### config.mk
export PLATFORM = sky130hd
export DESIGN_NAME = run_stop_arbiter_test_access
export DESIGN_NICKNAME = d
export VERILOG_FILES = /design/src/pkg/run_stop_pkg.sv /design/src/rtl/latest_value_hold.sv /design/src/rtl/run_stop_arbiter_test_access.sv
export SDC_FILE = /design/constraint.sdc
export NUM_CORES = 1
export LEC_CHECK = 0
export ABC_AREA = 1
export BUFFER_PORTS_ARGS = -buffer_cell sky130_fd_sc_hd__buf_2
export CAP_MARGIN = 25
export CORE_ASPECT_RATIO = 0.75
export CORE_MARGIN = 2
export CORE_UTILIZATION = 59
export CTS_CLUSTER_DIAMETER = 200
export DETAILED_ROUTE_END_ITERATION = 8
export GPL_ROUTABILITY_DRIVEN = 1
export PLACE_DENSITY = 0.86
export RECOVER_POWER = 50
export SKIP_LAST_GASP = 1
export SLEW_MARGIN = 20
export SYNTH_ARGS = -nofsm -noshare
export SYNTH_HDL_FRONTEND = slang
export SYNTH_HIERARCHICAL = 1
export SYNTH_SLANG_ARGS = --single-unit
### constraint.sdc
create_clock -name ref_clk -period 2.52 [get_ports ref_clk]
set_input_delay 0.126 -clock ref_clk [delete_from_list [all_inputs] [get_ports ref_clk]]
set_output_delay 0.126 -clock ref_clk [all_outputs]
set_load 0.005 [all_outputs]
### src/pkg/run_stop_pkg.sv
package run_stop_pkg;

  localparam int unsigned CLK_PERIOD_PS  = 5000;
  localparam int unsigned DIAG_TIME_NS   = 10000;
  localparam int unsigned DIAG_CYCLES    = (DIAG_TIME_NS * 1000 + CLK_PERIOD_PS - 1)
                                           / CLK_PERIOD_PS;
  localparam int unsigned DIAG_CNT_W     = 11;
  localparam logic [DIAG_CNT_W-1:0] DIAG_LAST = DIAG_CNT_W'(DIAG_CYCLES - 1);
  localparam logic [DIAG_CNT_W-1:0] DIAG_CNT_RST = 11'h000;

  localparam longint unsigned FLASH_HALF_MS    = 64'd250;
  localparam longint unsigned FLASH_HALF_CYC_L = FLASH_HALF_MS * 64'd1000000000
                                                 / CLK_PERIOD_PS;
  localparam int unsigned FLASH_CNT_W = 32;
  localparam logic [FLASH_CNT_W-1:0] FLASH_HALF_CYCLES_DEF = FLASH_HALF_CYC_L[31:0];
  localparam logic [FLASH_CNT_W-1:0] FLASH_CNT_RST = 32'h0000_0000;

  // Inputs first_general_input to last_general_input, octal numbering.
  localparam int unsigned GEN_INPUTS_DEF = 16;
  localparam int unsigned SEL_W          = 4;
  localparam int unsigned DATA_W_DEF     = 16;

  typedef enum logic [1:0] {
    ST_DIAG  = 2'h0,
    ST_OPER  = 2'h1,
    ST_FAULT = 2'h2
  } diag_state_e;

  typedef enum logic [1:0] {
    OVR_NONE = 2'h0,
    OVR_RUN  = 2'h1,
    OVR_STOP = 2'h2
  } ovr_e;

  typedef enum logic [1:0] {
    OP_FORCE_ON    = 2'h0,
    OP_FORCE_OFF   = 2'h1,
    OP_SET_CURRENT = 2'h2,
    OP_SET_SETTING = 2'h3
  } op_e;

  typedef enum logic [3:0] {
    CLS_INPUT     = 4'h0,
    CLS_OUTPUT    = 4'h1,
    CLS_AUX       = 4'h2,
    CLS_STATE     = 4'h3,
    CLS_TIMER     = 4'h4,
    CLS_COUNTER   = 4'h5,
    CLS_DATA      = 4'h6,
    CLS_EXT_FILE  = 4'h7,
    CLS_FILE_PROG = 4'h8,
    CLS_OTHER_REG = 4'h9
  } dev_class_e;

  localparam diag_state_e DIAG_RST = ST_DIAG;
  localparam ovr_e        OVR_RST  = OVR_NONE;

endpackage

### src/rtl/latest_value_hold.sv
`timescale 1ns/1ps
module latest_value_hold
  import run_stop_pkg::*;
#(
  parameter int unsigned W = DATA_W_DEF
) (
  input  wire logic         ref_clk,
  input  wire logic         rst_n,
  input  wire logic         clk_en,
  input  wire logic         tool_wr,
  input  wire logic [W-1:0] tool_data,
  input  wire logic         prog_wr,
  input  wire logic [W-1:0] prog_data,
  output logic      [W-1:0] value
);

  typedef struct packed {
    logic [W-1:0] value;
  } hold_s;

  hold_s r_reg;
  hold_s r_next;

  // The most recent write wins; a tool write lands after the program write of the same cycle.
  always_comb begin
    r_next = r_reg;
    if (prog_wr) begin
      r_next.value = prog_data;
    end
    if (tool_wr) begin
      r_next.value = tool_data;
    end
  end

  always_ff @(posedge ref_clk) begin
    if (!rst_n) begin
      r_reg <= '0;
    end else if (clk_en) begin
      r_reg <= r_next;
    end
  end

  assign value = r_reg.value;
endmodule

### src/rtl/run_stop_arbiter_test_access.sv
`timescale 1ns/1ps
module run_stop_arbiter_test_access
  import run_stop_pkg::*;
#(
  parameter int unsigned               GEN_INPUTS        = GEN_INPUTS_DEF,
  parameter int unsigned               DATA_W            = DATA_W_DEF,
  parameter logic [FLASH_CNT_W-1:0]    FLASH_HALF_CYCLES = FLASH_HALF_CYCLES_DEF
) (
  input  wire logic                  ref_clk,
  input  wire logic                  rst_n,
  input  wire logic                  clk_en,
  input  wire logic                  mode_switch_run,
  input  wire logic [GEN_INPUTS-1:0] general_inputs,
  input  wire logic                  run_input_en,
  input  wire logic [SEL_W-1:0]      run_input_sel,
  input  wire logic                  tool_run_cmd,
  input  wire logic                  tool_stop_cmd,
  input  wire logic                  diag_hw_ok,
  input  wire logic                  diag_param_ok,
  input  wire logic                  diag_prog_ok,
  input  wire logic                  scan_end,
  input  wire logic                  req_valid,
  input  wire logic [1:0]            req_op,
  input  wire logic [3:0]            req_class,
  input  wire logic                  req_from_display,
  input  wire logic                  req_used_in_prog,
  input  wire logic                  req_driven_by_prog,
  input  wire logic                  mem_in_cassette,
  input  wire logic                  cassette_protect,
  input  wire logic [DATA_W-1:0]     req_data,
  input  wire logic                  prog_wr,
  input  wire logic [DATA_W-1:0]     prog_data,
  output logic                       run_active,
  output logic                       run_led,
  output logic                       fault_led,
  output logic                       req_accept,
  output logic                       req_reject,
  output logic                       force_hold,
  output logic                       force_value,
  output logic                       force_retain,
  output logic                       setting_wr,
  output logic [DATA_W-1:0]          current_value
);

  typedef struct packed {
    diag_state_e            diag;
    logic [DIAG_CNT_W-1:0]  diag_cnt;
    logic [FLASH_CNT_W-1:0] flash_cnt;
    logic                   flash_ph;
    logic                   hw_fault;
    ovr_e                   ovr;
    logic                   local_prev;
    logic                   run;
    logic                   fault_led;
    logic                   accept;
    logic                   reject;
    logic                   setting_wr;
    logic                   force_hold;
    logic                   force_val;
    logic                   force_retain;
    logic                   force_is_input;
  } state_s;

  state_s r_reg;
  state_s r_next;

  logic local_run;
  logic sel_input;
  logic req_ok;
  logic is_force;
  logic tool_value_wr;

  function automatic logic access_ok(input op_e op, input dev_class_e cls,
                                     input logic disp, input logic driven,
                                     input logic cassette, input logic protect);
    logic ok;
    ok = 1'b0;
    case (op)
      OP_FORCE_ON, OP_FORCE_OFF: begin
        ok = (cls <= CLS_COUNTER);
        if (cls == CLS_INPUT && disp) begin
          ok = 1'b0;
        end
        if (op == OP_FORCE_ON && cls == CLS_TIMER && !driven) begin
          ok = 1'b0;
        end
      end
      OP_SET_CURRENT: begin
        ok = (cls >= CLS_TIMER);
        if (cls == CLS_EXT_FILE && !disp) begin
          ok = 1'b0;
        end
        if (cls == CLS_FILE_PROG && disp) begin
          ok = 1'b0;
        end
      end
      OP_SET_SETTING: begin
        ok = (cls == CLS_TIMER || cls == CLS_COUNTER) && driven;
        if (cassette && protect) begin
          ok = 1'b0;
        end
      end
      default: ok = 1'b0;
    endcase
    return ok;
  endfunction

  // Out-of-range selections read as off.
  assign sel_input = (32'(run_input_sel) < GEN_INPUTS) ?
                     general_inputs[run_input_sel] : 1'b0;
  assign local_run = mode_switch_run || (run_input_en && sel_input);
  assign is_force  = (op_e'(req_op) == OP_FORCE_ON) || (op_e'(req_op) == OP_FORCE_OFF);
  assign req_ok    = access_ok(op_e'(req_op), dev_class_e'(req_class), req_from_display,
                               req_driven_by_prog, mem_in_cassette, cassette_protect);
  assign tool_value_wr = clk_en && req_valid && req_ok && (op_e'(req_op) == OP_SET_CURRENT);

  always_comb begin
    r_next            = r_reg;
    r_next.accept     = 1'b0;
    r_next.reject     = 1'b0;
    r_next.setting_wr = 1'b0;
    r_next.local_prev = local_run;

    case (r_reg.diag)
      ST_DIAG: begin
        r_next.diag_cnt = r_reg.diag_cnt + 1'b1;
        if (r_reg.diag_cnt == DIAG_LAST) begin
          if (diag_hw_ok && diag_param_ok && diag_prog_ok) begin
            r_next.diag = ST_OPER;
          end else begin
            r_next.diag     = ST_FAULT;
            r_next.hw_fault = !diag_hw_ok;
          end
        end
      end
      ST_OPER: begin
        r_next.diag = ST_OPER;
      end
      ST_FAULT: begin
        if (r_reg.flash_cnt == FLASH_HALF_CYCLES - 1'b1) begin
          r_next.flash_cnt = FLASH_CNT_RST;
          r_next.flash_ph  = !r_reg.flash_ph;
        end else begin
          r_next.flash_cnt = r_reg.flash_cnt + 1'b1;
        end
      end
      default: begin
        r_next.diag = ST_DIAG;
      end
    endcase

    // A local stop-to-run edge hands control back to the local sources.
    if (local_run && !r_reg.local_prev) begin
      r_next.ovr = OVR_NONE;
    end
    if (tool_run_cmd) begin
      r_next.ovr = OVR_RUN;
    end
    if (tool_stop_cmd) begin
      r_next.ovr = OVR_STOP;
    end

    case (r_next.ovr)
      OVR_RUN:  r_next.run = (r_next.diag == ST_OPER);
      OVR_STOP: r_next.run = 1'b0;
      default:  r_next.run = (r_next.diag == ST_OPER) && r_next.local_prev;
    endcase

    r_next.fault_led = (r_next.diag == ST_FAULT) &&
                       (r_next.hw_fault ? r_next.flash_ph : 1'b1);

    // The input refresh at each scan end overwrites an input force even while stopped.
    if (r_reg.force_hold && scan_end && (!r_reg.force_retain || r_reg.force_is_input)) begin
      r_next.force_hold = 1'b0;
    end

    if (req_valid) begin
      r_next.accept = req_ok;
      r_next.reject = !req_ok;
      if (req_ok && is_force) begin
        r_next.force_hold     = 1'b1;
        r_next.force_val      = (op_e'(req_op) == OP_FORCE_ON);
        r_next.force_is_input = (dev_class_e'(req_class) == CLS_INPUT);
        r_next.force_retain   = (!r_reg.run || !req_used_in_prog) &&
                                (dev_class_e'(req_class) != CLS_INPUT);
      end
      if (req_ok && op_e'(req_op) == OP_SET_SETTING) begin
        r_next.setting_wr = 1'b1;
      end
    end
  end

  always_ff @(posedge ref_clk) begin
    if (!rst_n) begin
      r_reg.diag           <= DIAG_RST;
      r_reg.diag_cnt       <= DIAG_CNT_RST;
      r_reg.flash_cnt      <= FLASH_CNT_RST;
      r_reg.flash_ph       <= 1'b0;
      r_reg.hw_fault       <= 1'b0;
      r_reg.ovr            <= OVR_RST;
      r_reg.local_prev     <= 1'b1;
      r_reg.run            <= 1'b0;
      r_reg.fault_led      <= 1'b0;
      r_reg.accept         <= 1'b0;
      r_reg.reject         <= 1'b0;
      r_reg.setting_wr     <= 1'b0;
      r_reg.force_hold     <= 1'b0;
      r_reg.force_val      <= 1'b0;
      r_reg.force_retain   <= 1'b0;
      r_reg.force_is_input <= 1'b0;
    end else if (clk_en) begin
      r_reg <= r_next;
    end
  end

  latest_value_hold #(
    .W (DATA_W)
  ) u_value (
    .ref_clk   (ref_clk),
    .rst_n     (rst_n),
    .clk_en    (clk_en),
    .tool_wr   (tool_value_wr),
    .tool_data (req_data),
    .prog_wr   (clk_en && prog_wr),
    .prog_data (prog_data),
    .value     (current_value)
  );

  assign run_active   = r_reg.run;
  assign run_led      = r_reg.run;
  assign fault_led    = r_reg.fault_led;
  assign req_accept   = r_reg.accept;
  assign req_reject   = r_reg.reject;
  assign force_hold   = r_reg.force_hold;
  assign force_value  = r_reg.force_val;
  assign force_retain = r_reg.force_retain;
  assign setting_wr   = r_reg.setting_wr;
endmodule

# After elaboration in Yosys (flattened, before gate mapping)
# Cells that the tools add are included.
# totals
ff_bits	75
input_bits	76
out_inout_bits	25
elab_cells	111
# op_classes
addsub	2
n_lt_le_gt_ge	3
eq_ne	15
mux	28
reduce_logical	46
# op_table
cell	count
$add 32x1->32 const B	1
$eq 32x26->1 const B	1
$mux 16	2
$mux 32	1
$logic_and 1x1->1	22
$mux 1	14
$eq 4x3->1 const B	3
$add 11x1->11 const B	1
$eq 11x11->1 const B	1
$eq 2x2->1 const B	5
$mux 2	5
$logic_not 1->1	9
$eq 2x1->1 const B	4
$mux 7	1
$pmux 2 s3	1
$reduce_and 2->1	3
$logic_or 1x1->1	5
$lt 4x5->1 const B	1
$bmux 1 s4	1
$eq 4x4->1 const B	1
$ge 4x3->1 const B	1
$le 4x3->1 const B	1
$logic_not 2->1	2
$logic_not 4->1	1
7 further kinds	7

# Logic depth before layout (Yosys ltp)
# Gate-level depths: netlist of the first run.
# depth
depth_word	10
ltp_mapped	19
mapped_depth_nobuf	18

# Modules after synthesis
# Netlist of the first run, hierarchy kept.
# by_module_without_submodules
mod	n_inst	cells_per_inst	area_per_inst_um2	seq_area_each_um2
run_stop_arbiter_test_access	1	529	3483.3	1181.1
latest_value_hold	1	153	913.4	320.3

# Worst setup path after synthesis of the first run
# Ideal clock, no wire load.
# synth_path
kind	in2reg
start	in run_input_sel[0]
end	reg r_reg, in the netlist run_active
setup_ns	0.134
arrival_time_ns	1.637
required_ns	2.386
path_slack_ns	0.750
cell_stages	18
path_buffers	1
path_cell_list	buf_2 -> inv_1 -> nand2_1 -> nand2_1 -> nand2_1 -> nand3_1 -> nand2_1 -> nand2_1 -> nand3_1 -> nand2_1 -> nand2_1 -> nand2_1 -> nand2_1 -> nand2_1 -> inv_1 -> ha_1 -> o211ai_1 -> a21oi_1
# synth_rtl
item	line	text
start, declared	run_stop_arbiter_test_access.sv:15	input wire logic [SEL_W-1:0] run_input_sel,
end signal, assigned	run_stop_arbiter_test_access.sv:212	r_reg <= r_next;
end, declared	run_stop_arbiter_test_access.sv:64	state_s r_reg;

# Final worst setup path of the first run
# layout_path
start	reg r_reg[14] in the netlist's numbering
end	reg r_reg[38] in the netlist's numbering
# layout_between
elab_chain_cells	2
elab_cells_between_ends	3
# layout_lines
item	line	text
$add 32x1->32 or $eq 32x26->1 (tied branches)	run_stop_arbiter_test_access.sv:144, run_stop_arbiter_test_access.sv:140	
$mux 32 *	run_stop_arbiter_test_access.sv:140	if (r_reg.flash_cnt == FLASH_HALF_CYCLES - 1'b1) begin
# Mark *: on every way between the ends. The rest lies on a longest branch, timed or not.
# A chain may end at the register's enable or synchronous reset.

==> results of run 1 <==
## critical path: stages, from the launching register on
cell and delay, ns:
dfxtp_1 0.39, ha_1 0.19, nand2_1 0.12, nor2_4 0.13, nand2_4 0.07, nor2_1 0.23, nand3_2 0.16, nor2_4 0.16
nand4_4 0.14, nor2_2 0.19, nand2_1 0.08, nor2_1 0.13, nor3_2 0.06
## layout make-up
type / instances / area (um2) / area share, %
clock buffer: 11 / 151 / 2.95
clock inverter: 5 / 85.1 / 1.66
inverter: 123 / 464 / 9.06
multi-input combinational: 467 / 2290 / 44.7
sequential: 75 / 1500 / 29.3
tap: 101 / 126 / 2.47
timing repair buffer: 103 / 504 / 9.84
## cells in the final DEF (no fill, tap or decap), types with 4 or more instances in the layout
| cell | count |
|---|---|
| clkbuf_1 | 17 |
| o21ai_0 | 36 |
| buf_2 | 83 |
| nand2_2 | 5 |
| a21oi_1 | 41 |
| dfxtp_1 | 75 |
| clkbuf_8 | 11 |
| nand3_1 | 43 |
| nor3_1 | 20 |
| nand4_1 | 18 |
| inv_1 | 115 |
| nor2_2 | 8 |
| o21a_1 | 4 |
| a211oi_1 | 4 |
| nor3_2 | 5 |
| xor2_1 | 8 |
| nand2_1 | 151 |
| inv_2 | 7 |
| nor2_1 | 90 |
## kinds of logic (layout without fill, tap and decap cells)
logic type | after synthesis | in the layout
xor gates and xnor gates | 11 | 11
and+or+nand+nor | 360 | 360
DFF | 75 | 75
AOI/OAI and AO/OA | 93 | 93
adders and majority gates | 3 | 3
buffers and inverters | 140 | 242
## synth_stat cells, types with 7 or more instances
master	count
nor3_1	20
inv_2	7
nand3_1	43
inv_1	115
nor2_2	7
dfxtp_1	75
xor2_1	8
nand2_1	151
nand4_1	18
nor2_1	90
a21oi_1	41
o21ai_0	36
## final timing paths
check / from / end / depth (start not counted)
setup / recovery: r_reg[14] / r_reg[38] / 12
hold reg to reg: r_reg[55] / r_reg[55] / 2
setup reg to reg: r_reg[14] / r_reg[38] / 12
hold / removal: req_valid / req_reject / 3
## power breakdown
group	total, W	switching [W]	internal [W]
sequential	0.00123	0.0000171	0.00121
combinational	0.000263	0.000154	0.000109
clock	0.00106	0.000448	0.000615
total	0.00256	0.000620	0.00194
## per-stage QoR
stage / hold slack [ns] / cell area, um2 / setup WS [ns]
2_1_floorplan: 0.216 / 4400 / 0.750
3_3_place_gp: 0.333 / 4920 / 0.527
3_5_place_dp: 0.348 / 4920 / 0.441
4_1_cts: 0.0432 / 5170 / 0.466
5_1_grt: 0.0601 / 5120 / 0.109
6_report: 0.0591 / 5120 / 0.355
## metal layers
layer | wire length, um | global-route usage [%] | share of wire [%] | vias to the layer above
met4 | 153 | 8.78 | 1.5 | 0
met1 | 4740 | 32.3 | 45 | 1988
met5 | 0 | 0 | 0 | -
li1 | - | - | - | 2348
met2 | 4780 | 48.8 | 45 | 179
met3 | 849 | 7.88 | 8.1 | 21
==> impl_metrics.yaml, run 1 <==
run_status:
  outcome: "completed"
power_and_ir_drop:
  p_leak_nw: 2.35
  total_power_w: 0.00256
  ir_drop_v: 0.000401
  cellPowerDensity_nw_per_um2: 499
placement:
  place_congestion: 0.953
  port_buffers: 100
  dp.cells: 868
  hpwl_um: 8020
yosys:
  synth_edf_count: 0
  synth_xor_area_share_pct: 2.19
  netlist.area_leader.share_pct: 34.1
  avgSynthCellArea_um2: 6.45
  synthTopCellsByArea: "dfxtp_1 (34%), nand2_1 (13%), inv_1 (9.8%)"
  synth_ff_type: "dfxtp_1"
  yosysWarnings: 6
  synth_adder_area_share_pct: 0.854
  synthArstFlopShare_pct: 0
  synthSimpleGateAreaFrac_pct: 37.9
  synth_compound_area_share_pct: 11.6
  syn-cell-area_um2: 4400
  synth_top_family_by_area: "simple AND/OR/NAND/NOR gates"
  netlist_instances: 682
  synth.net_count: 761
  muxShareOfSynthArea_pct: 0
  synth_seq_cells: 75
  yosysSeqAreaShare_pct: 34.1
  synth_cell_types: 42
  netlist.top_cell.by_area: "dfxtp_1"
flow_run:
  drv_cap: 0
setup_path:
  critPathRequiredTime_ns: 2.75
  critPathLaunchType: "register"
  worstSetupPathType: "reg -> reg"
  path_max_fanout: 4
  rrSetupSlack_ns: 0.35
  worst_setup_path_end_kind: "register"
  cp.arrival_ns: 2.39
finish:
  instances_no_fill: 885
  fill_cells: 633
  largest_reg_flops: 51
  post-route-util_pct: 70.2
  areaGrowthSynthToFinish_pct: 16.5
  drive_gt1_share_pct: 17.5
  nNetsFinal: 858
  antenna_cells: 0
timing:
  tns_ns: 0
  hold_viol: 0
  relSlewSlack_pct: 57.2
  rsz0062_at_grt: "false"
  min_period_ns: 2.17
  fin_skew_ns: 0.0112
  fmax_ghz: 0.462
  period_share_pct: 85.9
  setup_viol: 0
  maxSlewViolCount: 0
  worst_pin_slew_ns: 0.635
global_route:
  grt.total_usage_pct: 27.4
  overflow: 0
  grt_pass1_vias: 4435
  grt_max_degree: 33
  grt_first_pass_wirelength_um: 18500
  antenna_found_initial: 0
routing:
  vias: 4536
  wire_per_inst_um: 11.9
  vias_per_cell: 5.13
  drt_iter0_markers: 232
  first_pass_iters: 6
  drc: 0
  antenna_left: 0
  routed_wl_um: 10500
hold_path:
  hp-class: "in -> reg"
clocking:
  cts_resized: 0
  cts.path.max_buffers: 2
  h-tree-depth: 3
  clkSlewWorstSetupHoldPaths_ns: 0.08
  cts_tree: "yes"
  cts_made_buffers: 9
  cts_setup_buffers: 0
  ctsHoldBuffers: 1
  cts.sinks: 75
  insertion_delay_ns: 0.36
  root_buffer: "clkbuf_8"
die:
  chipWidth_um: 104
  initial_core_util_pct: 60.3
  io_pins: 101
  core_um2: 7300
  die_area_um2: 8170
  core.rowCount: 27
  fp.dieH_um: 78.8
No activity file was read; power rests on OpenSTA's default activity.
==> run 2, diff against run 1 <==
--- a/config.mk
+++ b/config.mk
@@ -8,13 +8,15 @@
 export ABC_AREA = 1
 export BUFFER_PORTS_ARGS = -buffer_cell sky130_fd_sc_hd__buf_2
 export CAP_MARGIN = 25
+export CELL_PAD_IN_SITES_DETAIL_PLACEMENT = 2
+export CELL_PAD_IN_SITES_GLOBAL_PLACEMENT = 2
 export CORE_ASPECT_RATIO = 0.75
 export CORE_MARGIN = 2
-export CORE_UTILIZATION = 59
+export CORE_UTILIZATION = 31
 export CTS_CLUSTER_DIAMETER = 200
 export DETAILED_ROUTE_END_ITERATION = 8
 export GPL_ROUTABILITY_DRIVEN = 1
-export PLACE_DENSITY = 0.86
+export PLACE_DENSITY_LB_ADDON = 0.1
 export RECOVER_POWER = 50
 export SKIP_LAST_GASP = 1
 export SLEW_MARGIN = 20
==> run 2 against run 1 <==
Compared with the run above: clock power grew 24%; utilization decreased by 32 points; die area up 86%; first-iteration DRC count down 39%.
==> impl_metrics.yaml, run 2 (synthesized netlist as in run 1, its figures left out) <==
finish:
  areaGrowthSynthToFinish_pct: 20.9
  antenna_cells: 0
  regArea_um2: 1500
  nNetsFinal: 864
  drive_gt1_share_pct: 17.6
  final_common_cell: "nand2_1"
  finalInstanceArea_um2: 5320
  fill_cells: 1753
  largest_reg_flops: 51
  layout_common_cells: "nand2_1 (152), inv_1 (115), nor2_1 (90)"
  multi_input_area_um2: 2290
clocking:
  root_buffer: "clkbuf_16"
  h-tree-depth: 3
  cts.sinks: 75
  cts.path.max_buffers: 2
  cts_tree: "yes"
  insertion_delay_ns: 0.35
  clkSlewWorstSetupHoldPaths_ns: 0.06
  cts_made_buffers: 9
die:
  die_area_um2: 15200
  fp.dieH_um: 107
  core.rowCount: 37
  io_pins: 101
  initial_core_util_pct: 31.9
  core_um2: 13800
  chipWidth_um: 142
setup_path:
  worst_setup_path_end_kind: "register"
  worst_r2r_path_depth: 9
  slowest_stage: "nor4_1"
  critPathLaunchType: "register"
  worstSetupPathType: "reg -> reg"
  slowest_delay_ns: 0.41
  timing.rr.start: "r_reg[16]"
  critPathRequiredTime_ns: 2.74
  path_max_fanout: 4
  rrSetupSlack_ns: 0.30
  path_cells: "nand2_1 -> nor2_1 -> nand2_2 -> nor4_1 -> nand3_2 -> nor2_2 -> nand2_1 -> o21ai_0 -> a21oi_1"
  r2r_end: "r_reg[39]"
  crit_path_end: "r_reg[39]"
  critPathMostFrequentCell: "nand2_1"
  startpoint: "r_reg[16]"
  cp.arrival_ns: 2.44
power_and_ir_drop:
  p_leak_nw: 2.40
  ir_drop_v: 0.000263
  cellPowerDensity_nw_per_um2: 532
timing:
  hold_viol: 0
  relSlewSlack_pct: 60.1
  fmax_ghz: 0.450
  period_share_pct: 88.2
  min_period_ns: 2.22
  worst_pin_slew_ns: 0.597
  timing.hold.ws_ns: 0.0609
  rsz0062_at_grt: "false"
  tns_ns: 0
  setup_viol: 0
  maxSlewViolCount: 0
  fin_skew_ns: 0.00746
placement:
  placed_cell_area_um2: 5060
  place_congestion: 0.786
  hpwl_um: 11900
  port_buffers: 100
global_route:
  grt.total_usage_pct: 21.6
  grt_first_pass_wirelength_um: 26000
  grt_pass1_vias: 5276
  overflow: 0
  antenna_found_initial: 0
  grt_max_degree: 33
routing:
  routed_wl_um: 15100
  first_pass_iters: 4
  drc: 0
  wire_per_inst_um: 15.7
  vias_per_cell: 4.85
  drt_iter0_markers: 142
  vias: 4677
  antenna_left: 0
hold_path:
  hp-class: "in -> reg"
run_status:
  outcome: "completed"
flow_run:
  drv_cap: 0
[run 2: per-stage QoR]
step | instances | utilization, % | power, W | worst slack, ns
2_1_floorplan | 682 | - | 0.00141 | 0.750
3_3_place_gp | 948 | 36.7 | 0.00153 | 0.476
3_5_place_dp | 948 | 36.7 | 0.00155 | 0.278
4_1_cts | 965 | 38.9 | 0.00288 | 0.377
5_1_grt | 965 | 38.5 | 0.00296 | 0.0373
6_report | 965 | 38.5 | 0.00283 | 0.298
[run 2: worst min-delay path by stage]
| stage | start | to | slack [ns] | depth (start not counted) |
|---|---|---|---|---|
| after floorplan | req_op[0] | force_value | 0.22 | 1 |
| after global placement | req_op[0] | force_value | 0.35 | 2 |
| after detailed placement | req_op[0] | force_value | 0.35 | 2 |
| after CTS | req_valid | req_reject | 0.05 | 3 |
| after global routing | req_valid | req_reject | 0.07 | 3 |
| final | req_valid | req_reject | 0.06 | 3 |
[run 2: final cells by class]
class / count / share of cell area [%]
Multi-Input combinational cell: 467 / 43.1
Sequential cell: 75 / 28.2
Timing Repair Buffer: 109 / 10.3
Inverter: 123 / 8.73
Clock buffer: 11 / 4.57
Tap cell: 175 / 4.12
Clock inverter: 5 / 0.989
[run 2: metal layers]
metal	wire, um	global-route usage, %
met3	685	5.27
met4	229	6.57
met2	6830	35.2
met1	7370	28.3
met5	0	0
[run 2: critical path: cells and delay by family, from the launching register on]
kind | cells | cell delay [ns]
DFF | 1 | 0.39
and+or+nand+nor | 7 | 1.40
AOI/OAI and AO/OA | 2 | 0.30
[run 2: power by group]
| group | internal [W] | switching [W] | total, W |
|---|---|---|---|
| Combinational | 0.000112 | 0.000176 | 0.000287 |
| Sequential | 0.00122 | 0.0000179 | 0.00123 |
| Clock | 0.000789 | 0.000521 | 0.00131 |
[run 2: timing repair]
action	in CTS	in global routing
resized for setup	0	0
buffers inserted	0	0
hold endpoints to repair	1	0
hold buffers	1	0
==> run 3, diff against run 2 <==
--- a/config.mk
+++ b/config.mk
@@ -11,11 +11,12 @@
 export CELL_PAD_IN_SITES_DETAIL_PLACEMENT = 2
 export CELL_PAD_IN_SITES_GLOBAL_PLACEMENT = 2
 export CORE_ASPECT_RATIO = 0.75
-export CORE_MARGIN = 2
+export CORE_MARGIN = 5
 export CORE_UTILIZATION = 31
 export CTS_CLUSTER_DIAMETER = 200
 export DETAILED_ROUTE_END_ITERATION = 8
 export GPL_ROUTABILITY_DRIVEN = 1
+export MAX_ROUTING_LAYER = met4
 export PLACE_DENSITY_LB_ADDON = 0.1
 export RECOVER_POWER = 50
 export SKIP_LAST_GASP = 1
==> run 3 against run 2 <==
Compared with the run above: worst hold slack improved by 0.025 ns; clock-buffer cell count grew 1; die area increased by 10%; largest cell class unchanged.
==> impl_metrics.yaml, run 3 (synthesized netlist as in run 1, its figures left out) <==
clocking:
  h-tree-depth: 3
  insertion_delay_ns: 0.34
  root_buffer: "clkbuf_16"
  clkSlewWorstSetupHoldPaths_ns: 0.06
  cts.path.max_buffers: 2
  cts.sinks: 75
  cts_made_buffers: 9
  cts_tree: "yes"
placement:
  hpwl_um: 12000
  place_congestion: 0.803
  port_buffers: 100
  placed_cell_area_um2: 5060
global_route:
  grt_pass1_vias: 5131
  grt.total_usage_pct: 18.7
  grt_first_pass_wirelength_um: 24800
  overflow: 0
  grt_max_degree: 33
  antenna_found_initial: 2
finish:
  largest_reg_flops: 51
  drive_gt1_share_pct: 17.5
  post-route-util_pct: 38.8
  nNetsFinal: 864
  layout_common_cells: "nand2_1 (151), inv_1 (116), nor2_1 (90)"
  finalInstanceArea_um2: 5360
  final_common_cell: "nand2_1"
  areaGrowthSynthToFinish_pct: 21.9
routing:
  wire_per_inst_um: 15.5
  drt_iter0_markers: 104
  routed_wl_um: 15000
  antenna_left: 0
  vias: 4678
  drc: 0
  first_pass_iters: 4
  vias_per_cell: 4.84
setup_path:
  worst_setup_path_end_kind: "register"
  cp.arrival_ns: 2.40
  rrSetupSlack_ns: 0.33
  path_max_fanout: 11
  critPathLaunchType: "register"
  r2r_end: "r_reg[34]"
  worstSetupPathType: "reg -> reg"
  timing.rr.start: "r_reg[14]"
  worst_r2r_path_depth: 10
  critPathRequiredTime_ns: 2.73
die:
  io_pins: 101
  core_um2: 13800
  chipWidth_um: 148
  core.rowCount: 37
  die_area_um2: 16700
  fp.dieH_um: 113
  initial_core_util_pct: 31.9
power_and_ir_drop:
  ir_drop_v: 0.000374
  cellPowerDensity_nw_per_um2: 544
  p_leak_nw: 2.44
timing:
  tns_ns: 0
  relSlewSlack_pct: 61.4
  min_period_ns: 2.19
  rsz0062_at_grt: "false"
  setup_viol: 0
  fmax_ghz: 0.457
  fin_skew_ns: 0.00809
  period_share_pct: 86.8
  maxSlewViolCount: 0
  worst_pin_slew_ns: 0.579
  hold_viol: 0
flow_run:
  drv_cap: 0
hold_path:
  hp-class: "in -> reg"
  hp-start: "req_valid"
  worst_hold_path.num_cells: 3
  min_to: "req_reject"
run_status:
  outcome: "completed"
-- run 3: worst max path at each step --
stage | start | to | slack [ns] | depth (start not counted)
finish | r_reg[14] | r_reg[34] | 0.33 | 10
global route | r_reg[14] | r_reg[34] | 0.11 | 10
global placement | run_input_sel[0] | run_active | 0.49 | 18
floorplan | run_input_sel[0] | run_active | 0.75 | 18
CTS | req_op[0] | u_value/value[9] | 0.33 | 14
detailed placement | run_input_sel[0] | run_active | 0.33 | 19
-- run 3: repair_timing --
action / 4_1_cts / 5_1_grt
buffers inserted: 0 / 0
setup endpoints to repair: 0 / 0
hold endpoints to repair: 1 / 0
resized for setup: 0 / 0
hold buffers: 1 / 0
-- run 3: layer usage --
metal	wire [um]	up-vias	GRT usage, %
met5	0	-	-
met4	121	0	3.72
met3	845	10	5.44
met2	6820	81	30.5
met1	7230	2220	23.4
li1	-	2367	-
-- run 3: where the power goes --
group / switching [W] / leakage (nW) / internal (W)
Sequential: 0.0000169 / 0.608 / 0.00122
Combinational: 0.000169 / 1.67 / 0.000112
Clock: 0.000508 / 0.157 / 0.000895
-- run 3: metrics by stage --
step / setup WS (ns) / std cells / hold slack, ns / total power (W)
after floorplan: 0.750 / 682 / 0.216 / 0.00141
after global placement: 0.487 / 948 / 0.349 / 0.00153
after detailed placement: 0.330 / 948 / 0.355 / 0.00155
after CTS: 0.333 / 965 / 0.0702 / 0.00297
after global routing: 0.110 / 967 / 0.0913 / 0.00306
final: 0.332 / 967 / 0.0856 / 0.00292
-- run 3: worst max-delay path, cell delays in order (launching register included) --
cell and delay, ns:
dfxtp_1 0.38, ha_1 0.19, nand2_1 0.10, nor2_1 0.22
nand2_4 0.11, nor3_1 0.28, nand4_1 0.20, nand2_2 0.29
inv_2 0.09, o21ai_0 0.11, a21oi_1 0.07
-- run 3: layout make-up --
cell class,count,area (um2)
Antenna cell,2,5.00
Clock buffer,12,246
Clock inverter,4,73.8
Fill cell,1742,8440
Inverter,123,464
Multi-Input combinational cell,467,2300
Sequential cell,75,1500
Tap cell,175,219
Timing Repair Buffer,109,547
